### src/mdfr_pkg.sv
package mdfr_pkg;

	// Register byte addresses
	localparam logic [7:0] MDFR_CTRL_ADDR = 8'h00;
	localparam logic [7:0] MDFR_CFG_ADDR  = 8'h04;
	localparam logic [7:0] MDFR_STAT_ADDR = 8'h08;
	localparam logic [7:0] MDFR_MASK_ADDR = 8'h0C;
	localparam logic [7:0] MDFR_BRG_ADDR  = 8'h10;

	// Control register fields (write only pulses)
	localparam int MDFR_CTRL_CLR_BIT = 0;

	// Configuration register fields
	localparam int MDFR_CFG_MODE_LSB = 0;
	localparam int MDFR_CFG_TOEN_BIT = 4;
	localparam int MDFR_CFG_ALDS_BIT = 5;
	localparam logic [31:0] MDFR_CFG_RESET = 32'h0000_0010;

	// Status and mask bit positions
	localparam int MDFR_ST_CTRL_FLT = 0;
	localparam int MDFR_ST_DRV_FLT  = 1;
	localparam int MDFR_ST_SWLIM    = 2;
	localparam int MDFR_ST_RAMPUP   = 3;
	localparam int MDFR_ST_RAMPDN   = 4;
	localparam int MDFR_ST_RATE     = 5;
	localparam int MDFR_ST_MPOS     = 6;
	localparam int MDFR_ST_MEMF     = 7;
	localparam int MDFR_ST_CHARGE_PUMP_UNDERVOLTAGE     = 8;
	localparam int MDFR_ST_W        = 9;
	localparam logic [8:0] MDFR_MASK_RESET = 9'h1_FF;

	// Timing figures
	localparam int MDFR_CLK_HZ        = 25_000_000;
	localparam int MDFR_POS_TMO_MS    = 500;
	localparam int MDFR_POS_TMO_CYC   = MDFR_CLK_HZ / 1000 * MDFR_POS_TMO_MS;
	localparam int MDFR_RETRY_MS      = 500;
	localparam int MDFR_RETRY_CYC     = MDFR_CLK_HZ / 1000 * MDFR_RETRY_MS;

	// Bridge state encoding
	typedef enum logic [2:0] {
		MDFR_BR_ACTIVE = 3'b000,
		MDFR_BR_HIZ    = 3'b001,
		MDFR_BR_RECIRC = 3'b010,
		MDFR_BR_HSBRK  = 3'b011,
		MDFR_BR_LSBRK  = 3'b100
	} mdfr_bridge_type;

	// Software current limit supervisor states
	typedef enum logic [1:0] {
		MDFR_LIM_IDLE  = 2'b00,
		MDFR_LIM_LATCH = 2'b01,
		MDFR_LIM_RETRY = 2'b10,
		MDFR_LIM_RPT   = 2'b11
	} mdfr_lim_type;

endpackage

### src/mdfr_top.sv
`timescale 1ns/1ps
module mdfr_top
	import mdfr_pkg::*;
#(
	parameter int POS_TMO_CYC = MDFR_POS_TMO_CYC,
	parameter int RETRY_CYC   = MDFR_RETRY_CYC
) (
	input  wire logic        SYS_CLK,
	input  wire logic        RST,
	// AXI4-Lite slave
	input  wire logic [7:0]  S_AXI_AWADDR,
	input  wire logic        S_AXI_AWVALID,
	output logic             S_AXI_AWREADY,
	input  wire logic [31:0] S_AXI_WDATA,
	input  wire logic [3:0]  S_AXI_WSTRB,
	input  wire logic        S_AXI_WVALID,
	output logic             S_AXI_WREADY,
	output logic [1:0]       S_AXI_BRESP,
	output logic             S_AXI_BVALID,
	input  wire logic        S_AXI_BREADY,
	input  wire logic [7:0]  S_AXI_ARADDR,
	input  wire logic        S_AXI_ARVALID,
	output logic             S_AXI_ARREADY,
	output logic [31:0]      S_AXI_RDATA,
	output logic [1:0]       S_AXI_RRESP,
	output logic             S_AXI_RVALID,
	input  wire logic        S_AXI_RREADY,
	// Analog comparator and controller inputs
	input  wire logic        MAIN_SUPPLY_UV,
	input  wire logic        ANALOG_REGULATOR_UV,
	input  wire logic        BUCK_UNDERVOLTAGE,
	input  wire logic        CHARGE_PUMP_UNDERVOLTAGE,
	input  wire logic        SW_CURRENT_LIMIT_FAULT,
	input  wire logic        POS_RAMP_UP,
	input  wire logic        POS_RAMP_DOWN,
	input  wire logic        POS_PULSE_START,
	input  wire logic        POS_CURRENT_DECAYED,
	input  wire logic        PARAM_MEASURE_CMD,
	input  wire logic        PARAM_MEASURE_RESISTANCE,
	input  wire logic        PARAM_MEASURE_INDUCTANCE,
	input  wire logic        PARAM_MEASURE_EMF_LOW,
	// Outputs
	output logic [2:0]       BRIDGE_STATE,
	output logic             CHARGE_PUMP_EN,
	output logic             BUCK_HS_EN,
	output logic             BUCK_LS_EN,
	output logic             LOGIC_RST,
	output logic             FAULT_OUT_N,
	output logic             IRQ
);

	// Internal reset: pin reset or main, regulator or buck undervoltage (not pump loss)
	// A brown-out resets every register, so no fault state outlives it
	logic rst_all;
	assign rst_all = RST | MAIN_SUPPLY_UV | ANALOG_REGULATOR_UV
		| BUCK_UNDERVOLTAGE;

	// Buck switches off while feedback is low
	assign BUCK_HS_EN = ~BUCK_UNDERVOLTAGE;
	assign BUCK_LS_EN = ~BUCK_UNDERVOLTAGE;
	// Pump and logic held down on main or regulator loss
	assign CHARGE_PUMP_EN = ~(MAIN_SUPPLY_UV | ANALOG_REGULATOR_UV);
	assign LOGIC_RST      = rst_all;

	// Software-visible registers
	logic [31:0]         cfg_r;       // Action code, enables
	logic [MDFR_ST_W-1:0] stat_r;     // Sticky status
	logic [MDFR_ST_W-1:0] mask_r;     // Interrupt enables
	logic                clr_pulse;   // Clear-fault command pulse

	logic [3:0] sw_current_limit_action_sel;
	logic       pos_detect_timeout_en;
	logic       alarm_pin_disable;
	assign sw_current_limit_action_sel = cfg_r[MDFR_CFG_MODE_LSB +: 4];
	assign pos_detect_timeout_en       = cfg_r[MDFR_CFG_TOEN_BIT];
	assign alarm_pin_disable           = cfg_r[MDFR_CFG_ALDS_BIT];

	// AXI write channel capture; address and data taken in either order
	logic       aw_got_r, w_got_r;
	logic [7:0] aw_addr_r;
	logic [31:0] w_data_r;
	logic [3:0] w_strb_r;
	logic       wr_fire;
	// Readies drop while a response waits: one write at a time
	assign S_AXI_AWREADY = ~aw_got_r & ~S_AXI_BVALID;
	assign S_AXI_WREADY  = ~w_got_r & ~S_AXI_BVALID;
	assign wr_fire       = aw_got_r & w_got_r;

	// Hold address and data until both present
	// Each channel is taken on its own edge; the write fires once both are held
	always_ff @(posedge SYS_CLK or posedge rst_all) begin
		if (rst_all) begin
			aw_got_r  <= 1'b0;
			w_got_r   <= 1'b0;
			aw_addr_r <= 8'h00;
			w_data_r  <= 32'h0000_0000;
			w_strb_r  <= 4'h0;
		end else if (wr_fire) begin
			aw_got_r <= 1'b0;
			w_got_r  <= 1'b0;
		end else begin
			if (S_AXI_AWVALID && S_AXI_AWREADY) begin
				aw_got_r  <= 1'b1;
				aw_addr_r <= S_AXI_AWADDR;
			end
			if (S_AXI_WVALID && S_AXI_WREADY) begin
				w_got_r  <= 1'b1;
				w_data_r <= S_AXI_WDATA;
				w_strb_r <= S_AXI_WSTRB;
			end
		end
	end

	// Write response; unmapped addresses answer SLVERR
	// The response code stays with BVALID until the master takes it
	always_ff @(posedge SYS_CLK or posedge rst_all) begin
		if (rst_all) begin
			S_AXI_BVALID <= 1'b0;
			S_AXI_BRESP  <= 2'b00;
		end else if (wr_fire) begin
			S_AXI_BVALID <= 1'b1;
			S_AXI_BRESP  <= (aw_addr_r == MDFR_CTRL_ADDR || aw_addr_r == MDFR_CFG_ADDR
				|| aw_addr_r == MDFR_STAT_ADDR || aw_addr_r == MDFR_MASK_ADDR)
				? 2'b00 : 2'b10;
		end else if (S_AXI_BREADY) begin
			S_AXI_BVALID <= 1'b0;
		end
	end

	// Clear command is a one-cycle pulse from a control write
	// Only byte lane 0 carries the clear bit
	assign clr_pulse = wr_fire && aw_addr_r == MDFR_CTRL_ADDR && w_strb_r[0]
		&& w_data_r[MDFR_CTRL_CLR_BIT];

	// Configuration and mask registers, byte-lane writes
	// Only the low byte of the configuration is built; other lanes are ignored
	always_ff @(posedge SYS_CLK or posedge rst_all) begin
		if (rst_all) begin
			cfg_r  <= MDFR_CFG_RESET;
			mask_r <= MDFR_MASK_RESET;
		end else if (wr_fire) begin
			if (aw_addr_r == MDFR_CFG_ADDR && w_strb_r[0])
				cfg_r[7:0] <= w_data_r[7:0];
			if (aw_addr_r == MDFR_MASK_ADDR) begin
				if (w_strb_r[0])
					mask_r[7:0] <= w_data_r[7:0];
				if (w_strb_r[1])
					mask_r[8] <= w_data_r[8];
			end
		end
	end

	// Position-detect ramp timer; ramp signals are levels
	// The count stops at the limit, so the cause stays present while the ramp lasts
	logic [31:0] ramp_cnt_r;
	logic        ramp_active;
	logic        ramp_tmo;
	assign ramp_active = POS_RAMP_UP | POS_RAMP_DOWN;
	assign ramp_tmo    = ramp_active && ramp_cnt_r >= 32'(POS_TMO_CYC - 1);
	always_ff @(posedge SYS_CLK or posedge rst_all) begin
		if (rst_all)
			ramp_cnt_r <= 32'h0000_0000;
		else if (!ramp_active)
			ramp_cnt_r <= 32'h0000_0000;
		else if (!ramp_tmo)
			ramp_cnt_r <= ramp_cnt_r + 32'h0000_0001;
	end

	// Measurement in progress redirects timeouts to its own flag
	logic measuring;
	assign measuring = PARAM_MEASURE_CMD | PARAM_MEASURE_RESISTANCE
		| PARAM_MEASURE_INDUCTANCE;

	// Fault events
	// A measurement takes the timeout over, so one timeout gives one flag
	// The rate fault shares the timeout enable
	logic ev_up, ev_dn, ev_rate, ev_mpos, ev_memf;
	assign ev_up   = pos_detect_timeout_en & ramp_tmo & POS_RAMP_UP & ~measuring;
	assign ev_dn   = pos_detect_timeout_en & ramp_tmo & POS_RAMP_DOWN & ~measuring;
	assign ev_rate = pos_detect_timeout_en & POS_PULSE_START & ~POS_CURRENT_DECAYED;
	assign ev_mpos = measuring & ramp_tmo;
	assign ev_memf = PARAM_MEASURE_CMD & PARAM_MEASURE_EMF_LOW;

	// Latched Hi-Z shutdown from detect and measurement faults
	// An event in the clear cycle wins, so a live fault is never dropped
	logic hiz_latch_r;
	logic hiz_cause;
	assign hiz_cause = ramp_tmo | ~POS_CURRENT_DECAYED | PARAM_MEASURE_EMF_LOW;
	always_ff @(posedge SYS_CLK or posedge rst_all) begin
		if (rst_all)
			hiz_latch_r <= 1'b0;
		else if (ev_up | ev_dn | ev_rate | ev_mpos | ev_memf)
			hiz_latch_r <= 1'b1;
		else if (clr_pulse && !hiz_cause)
			hiz_latch_r <= 1'b0;
	end

	// Codes 1xx1 disable the limit; every other code acts on it
	logic lim_act;
	assign lim_act = SW_CURRENT_LIMIT_FAULT
		&& !(sw_current_limit_action_sel[3] && sw_current_limit_action_sel[0]);

	// Software current limit supervisor
	// The bridge state is chosen once, at the event, and held meanwhile
	mdfr_lim_type    lim_st_r;
	mdfr_bridge_type lim_br_r;
	logic [31:0]     retry_cnt_r;
	logic            lim_pin;
	always_ff @(posedge SYS_CLK or posedge rst_all) begin
		if (rst_all) begin
			lim_st_r    <= MDFR_LIM_IDLE;
			lim_br_r    <= MDFR_BR_ACTIVE;
			retry_cnt_r <= 32'h0000_0000;
		end else begin
			unique case (lim_st_r)
				MDFR_LIM_IDLE: begin
					if (lim_act) begin
						retry_cnt_r <= 32'h0000_0000;
						// Low two bits pick the bridge state
						unique case (sw_current_limit_action_sel[1:0])
							2'b00: lim_br_r <= MDFR_BR_HIZ;
							2'b01: lim_br_r <= MDFR_BR_RECIRC;
							2'b10: lim_br_r <= MDFR_BR_HSBRK;
							2'b11: lim_br_r <= MDFR_BR_LSBRK;
						endcase
						if (sw_current_limit_action_sel[3]) begin
							lim_st_r <= MDFR_LIM_RPT;
							lim_br_r <= MDFR_BR_ACTIVE;
						end else if (sw_current_limit_action_sel[2])
							lim_st_r <= MDFR_LIM_RETRY;
						else
							lim_st_r <= MDFR_LIM_LATCH;
					end
				end
				MDFR_LIM_LATCH, MDFR_LIM_RPT: begin
					// Released only once the limit has gone away
					if (clr_pulse && !SW_CURRENT_LIMIT_FAULT) begin
						lim_st_r <= MDFR_LIM_IDLE;
						lim_br_r <= MDFR_BR_ACTIVE;
					end
				end
				MDFR_LIM_RETRY: begin
					// A limit still present when the time is up re-arms at once
					if (retry_cnt_r >= 32'(RETRY_CYC - 1)) begin
						lim_st_r <= MDFR_LIM_IDLE;
						lim_br_r <= MDFR_BR_ACTIVE;
					end else
						retry_cnt_r <= retry_cnt_r + 32'h0000_0001;
				end
			endcase
		end
	end
	// Report-only pin obeys alarm disable
	assign lim_pin = (lim_st_r == MDFR_LIM_LATCH) || (lim_st_r == MDFR_LIM_RETRY)
		|| (lim_st_r == MDFR_LIM_RPT && !alarm_pin_disable);

	// Sticky status: set wins over write-one-to-clear
	// A clear command keeps only the events of its own cycle
	logic [MDFR_ST_W-1:0] ev_vec;
	logic [MDFR_ST_W-1:0] w1c;
	logic                 lim_ev;
	assign lim_ev = (lim_st_r == MDFR_LIM_IDLE) && lim_act;
	always_comb begin
		ev_vec = '0;
		ev_vec[MDFR_ST_SWLIM]    = lim_ev;
		ev_vec[MDFR_ST_RAMPUP]   = ev_up;
		ev_vec[MDFR_ST_RAMPDN]   = ev_dn;
		ev_vec[MDFR_ST_RATE]     = ev_rate;
		ev_vec[MDFR_ST_MPOS]     = ev_mpos;
		ev_vec[MDFR_ST_MEMF]     = ev_memf;
		ev_vec[MDFR_ST_CHARGE_PUMP_UNDERVOLTAGE]     = CHARGE_PUMP_UNDERVOLTAGE;
		ev_vec[MDFR_ST_DRV_FLT]  = CHARGE_PUMP_UNDERVOLTAGE;
		ev_vec[MDFR_ST_CTRL_FLT] = lim_ev | ev_up | ev_dn | ev_rate | ev_mpos | ev_memf;
	end
	assign w1c = (wr_fire && aw_addr_r == MDFR_STAT_ADDR)
		? (w_data_r[MDFR_ST_W-1:0] & {w_strb_r[1], {8{w_strb_r[0]}}}) : '0;
	always_ff @(posedge SYS_CLK or posedge rst_all) begin
		if (rst_all)
			stat_r <= '0;
		else if (clr_pulse)
			stat_r <= ev_vec;
		else
			stat_r <= (stat_r & ~w1c) | ev_vec;
	end
	// Level interrupt, high while any enabled flag is set
	assign IRQ = |(stat_r & mask_r);

	// Read channel
	// Data is answered one cycle after the address is taken
	always_ff @(posedge SYS_CLK or posedge rst_all) begin
		if (rst_all) begin
			S_AXI_RVALID <= 1'b0;
			S_AXI_RDATA  <= 32'h0000_0000;
			S_AXI_RRESP  <= 2'b00;
		end else if (S_AXI_ARVALID && S_AXI_ARREADY) begin
			S_AXI_RVALID <= 1'b1;
			S_AXI_RRESP  <= 2'b00;
			unique case (S_AXI_ARADDR)
				MDFR_CTRL_ADDR: S_AXI_RDATA <= 32'h0000_0000;
				MDFR_CFG_ADDR:  S_AXI_RDATA <= {24'h00_0000, cfg_r[7:0]};
				MDFR_STAT_ADDR: S_AXI_RDATA <= {23'h00_0000, stat_r};
				MDFR_MASK_ADDR: S_AXI_RDATA <= {23'h00_0000, mask_r};
				MDFR_BRG_ADDR:  S_AXI_RDATA <= {29'h0000_0000, BRIDGE_STATE};
				default: begin
					S_AXI_RDATA <= 32'h0000_0000;
					S_AXI_RRESP <= 2'b10;
				end
			endcase
		end else if (S_AXI_RREADY) begin
			S_AXI_RVALID <= 1'b0;
		end
	end
	assign S_AXI_ARREADY = ~S_AXI_RVALID;

	// Bridge and fault pin; pump loss overrides and recovers by itself
	// Registered so the bridge and the pin never show decode glitches
	// Pump loss needs no clear: the override drops with the condition
	always_ff @(posedge SYS_CLK or posedge rst_all) begin
		if (rst_all) begin
			BRIDGE_STATE <= MDFR_BR_HIZ;
			FAULT_OUT_N  <= 1'b1;
		end else begin
			if (CHARGE_PUMP_UNDERVOLTAGE || hiz_latch_r)
				BRIDGE_STATE <= MDFR_BR_HIZ;
			else
				BRIDGE_STATE <= lim_br_r;
			FAULT_OUT_N <= ~(CHARGE_PUMP_UNDERVOLTAGE | hiz_latch_r | lim_pin);
		end
	end

endmodule // mdfr_top

### config.mk
export PLATFORM = sky130hd
export DESIGN_NAME = mdfr_top
export DESIGN_NICKNAME = d
export VERILOG_FILES = /design/src/mdfr_pkg.sv /design/src/mdfr_top.sv
export SDC_FILE = /design/constraint.sdc
export NUM_CORES = 1
export LEC_CHECK = 0
export ABC_AREA = 1
export BUFFER_PORTS_ARGS = -buffer_cell sky130_fd_sc_hd__buf_2
export CAP_MARGIN = 15
export CORE_MARGIN = 2
export CORE_UTILIZATION = 51
export DETAILED_ROUTE_END_ITERATION = 8
export HOLD_SLACK_MARGIN = 0.03
export PLACE_DENSITY = 0.85
export RECOVER_POWER = 50
export SETUP_SLACK_MARGIN = 0.1
export SLEW_MARGIN = 25
export SYNTH_ARGS = -nofsm -noshare
export SYNTH_HDL_FRONTEND = slang
export SYNTH_SLANG_ARGS = --single-unit
export TNS_END_PERCENT = 100
### constraint.sdc
create_clock -name SYS_CLK -period 21 [get_ports SYS_CLK]
set_input_delay 4.2 -clock SYS_CLK [delete_from_list [all_inputs] [get_ports SYS_CLK]]
set_output_delay 4.2 -clock SYS_CLK [all_outputs]
set_load 0.005 [all_outputs]
==> reports/metrics.csv <==
metric,value,unit
rows,43,
p_clk_frac,0.395,
violations,"max-capacitance violations, max-slew violations",
dieArea,15300,µm²
p_sw,246,µW
overflow,0,
worst_path_max_delay_cell,clkbuf_1,
peakVddDrop,0.0000967,V
start_util,0.526,
finalNetCount,1106,
layout-drive-gt1-share,0.123,
vias_per_cell,5.29,
n_antenna_cell,0,
post-dp-hpwl,11400,µm
swShare,0.318,
ys_warn_count,0,
synth_cell_type_count,46,
finalCritPeriodShare,0.530,
yosysTopAreaCellShare,0.417,
max_cap_violations,1,
synth_area,7330,µm²
slew_headroom,-0.889,
syn2layout_area_growth,12.9,%
status,"finished, violations left",
cts_resized,0,
ctsLongestPathBuffers,2,
cts_hold_buffers,0,
p_seq_frac,0.423,
cts_sinks,134,
synthFlopType,dfrtp_1,
antenna_found_initial,0,
avgSynthCellArea,7.65,µm²
critPathMaxStageDelay,2.04,ns
wl_per_cell,13.6,µm
crit_family,buffers and inverters,
use_met2,0.382,
path_clk_slew,0.07,ns
postCtsSetupBuffers,0,
die_h,124,µm
grt_use_met3,0.0504,
ant_nets,0,
drv_slew,55,
synthCells,957,
io_buffers,71,
clock_latency,0.42,ns
cell_internal_pwr,527,µW
grt_pass1_vias,6095,
path_buf_inv,4,
core,13900,µm²
cts_root_buffer,clkbuf_16,
cp_common_cell,buf_2,
hold_viol,0,
pwr-share-comb,0.182,
async_flop_share,1.00,
end_kind,output port,
criticalPathCategory,input port to output port,
r2r_slack,18.41,ns
startpoint_type,input port,
worst_pin_slew,2.83,ns
max_freq,0.0899,GHz
gp_congestion,0.910,
finalHoldWorstSlack,0.480,ns
first_pass_iters,5,
finalSetupViolCount,0,
drt_iter0_drc,632,
via_count,6440,
grt_pass1_wl,28100,µm
yosysSeqAreaShare,0.460,
synth_edf_count,0,
top_usage_layer,met2,
ys_ff_latch,134,
rsz0062_at_grt,no,
htreeDepth,4,
yosys-top-cells-area,"dfrtp_1, nand2_1, nor2_1, inv_1, dfstp_2",
hold_class,register to register,
power.density,93.5,nW/µm²
die_w,124,µm
grt_max_degree,83,
io_pins,122,
grtUsageTotal,0.232,
cellLeakagePower,3.81,nW
required,16.80,ns
numCtsBuffers,17,
crit_fanout,54,
path_cells,"buf_2, nor4_1, clkbuf_1, inv_1, buf_2",
skew,0.00801,ns
setup_tns,0,ns
drt_wl_total,16600,µm
worstPathArrival,6.92,ns
cts_tree,done,
grt_use_met1,0.301,
drc,0,
period_needed,11.12,ns
yosys.area.top_type,dfrtp_1,
power by group through the flow:
stage	logic, mW	clock network [mW]	registers [mW]
finish	0.141	0.305	0.327
global route	0.161	0.321	0.332
CTS	0.144	0.309	0.327
detailed placement	0.141	0	0.331
global placement	0.136	0	0.329
floorplan	0.115	0	0.321
worst paths after layout:
| check | from | cells after the start | endpoint |
|---|---|---|---|
| setup / recovery | RST | 5 | LOGIC_RST |
| hold / removal | S_AXI_RDATA[4]$_DFFE_PP0P_ | 2 | S_AXI_RDATA[4]$_DFFE_PP0P_ |
| setup reg to reg | w_strb_r[0]$_DFFE_PP0P_ | 8 | lim_br_r[1]$_DFFE_PP0P_ |
| hold reg to reg | S_AXI_RDATA[4]$_DFFE_PP0P_ | 2 | S_AXI_RDATA[4]$_DFFE_PP0P_ |
| max in group asynchronous | RST | 4 | w_data_r[0]$_DFFE_PP0P_ |
| min in group asynchronous | BUCK_UNDERVOLTAGE | 3 | ramp_cnt_r[30]$_DFFE_PP0P_ |
cells in the mapped netlist (14+ instances only):
master,number
o21ai_0,50
nand2_1,259
dfrtp_1,122
nor2_1,123
nand3_1,59
nor3_1,28
a21oi_1,28
o21ai_1,14
xor2_1,14
inv_1,101
nand4_1,17
buf_4,30
layer usage:
layer / wire (µm) / up-vias
met3: 878 / 37
met4: 355 / 0
li1: - / 3151
met1: 7170 / 3024
met5: 0 / -
met2: 8170 / 228
registers in the layout, indices dropped and copies added (netlist names), 3 cells and up:
register      cells
lim_br_r          3
mask_r            9
ramp_cnt_r       32
w_data_r          9
retry_cnt_r      32
stat_r            9
aw_addr_r         8
cfg_r             7
BRIDGE_STATE      3
S_AXI_RDATA       9
stage by stage:
stage          cells  utilization  setup WS (ns)  cell area [µm²]  power, mW
2_1_floorplan    981            -           4.35             7420      0.436
3_3_place_gp    1186        0.554          11.38             7720      0.465
3_5_place_dp    1186        0.554          11.37             7720      0.472
4_1_cts         1218        0.598          11.37             8330      0.780
5_1_grt         1218        0.594           9.28             8270      0.815
6_report        1218        0.594           9.88             8270      0.773
placed cells by master, fill, tap and decap left out, types with 2 or more instances in the layout:
master      instances
clkinv_4            2
clkbuf_1           19
nand2_4             2
xor2_1             14
o2bb2ai_1           2
or2_2               2
nand4_1            17
o31ai_1             7
a21oi_1            28
o22ai_1             2
bufinv_16           2
inv_6               3
nand2_1           260
o21ai_1            10
xnor2_1            10
o21ai_0            54
o21ai_2             2
nand2_2             4
inv_2               4
nor3_1             28
a221oi_1            2
buf_2              53
nor2_4              2
dfstp_2            12
mux2_2             10
dfrtp_1           122
nor4_1              6
ha_1                9
conb_1             25
clkinvlp_4          3
nor2_1            124
inv_8               4
inv_1             101
clkinv_1            2
clkbuf_16          17
nand3_1            59
final cells by class:
cell class / instances / area (µm²)
clock inverter: 15 / 188
inverter: 107 / 402
clock buffer: 17 / 425
multi-input combinational: 691 / 3310
timing repair buffer: 74 / 355
sequential: 134 / 3370
fill: 1223 / 5660
tap: 180 / 225
cells by family after synthesis:
logic type,after synthesis,share of synthesized area
multiplexers,10,0.0154
buffers and inverters,156,0.0980
other,1,0.000512
flip-flops,134,0.460
AO/OA/AOI/OAI,113,0.0854
AND/OR/NAND/NOR,510,0.297
XOR/XNOR,24,0.0287
adder cells (fa/ha/maj),9,0.0154
worst reg2reg max path, delay by kind of cell, from the launching register on:
family	cells	cell delay [ns]
AND/OR/NAND/NOR	6	1.44
flip-flops	1	0.60
AO/OA/AOI/OAI	2	0.45
Note: power is estimated with default switching activity, not from simulation.
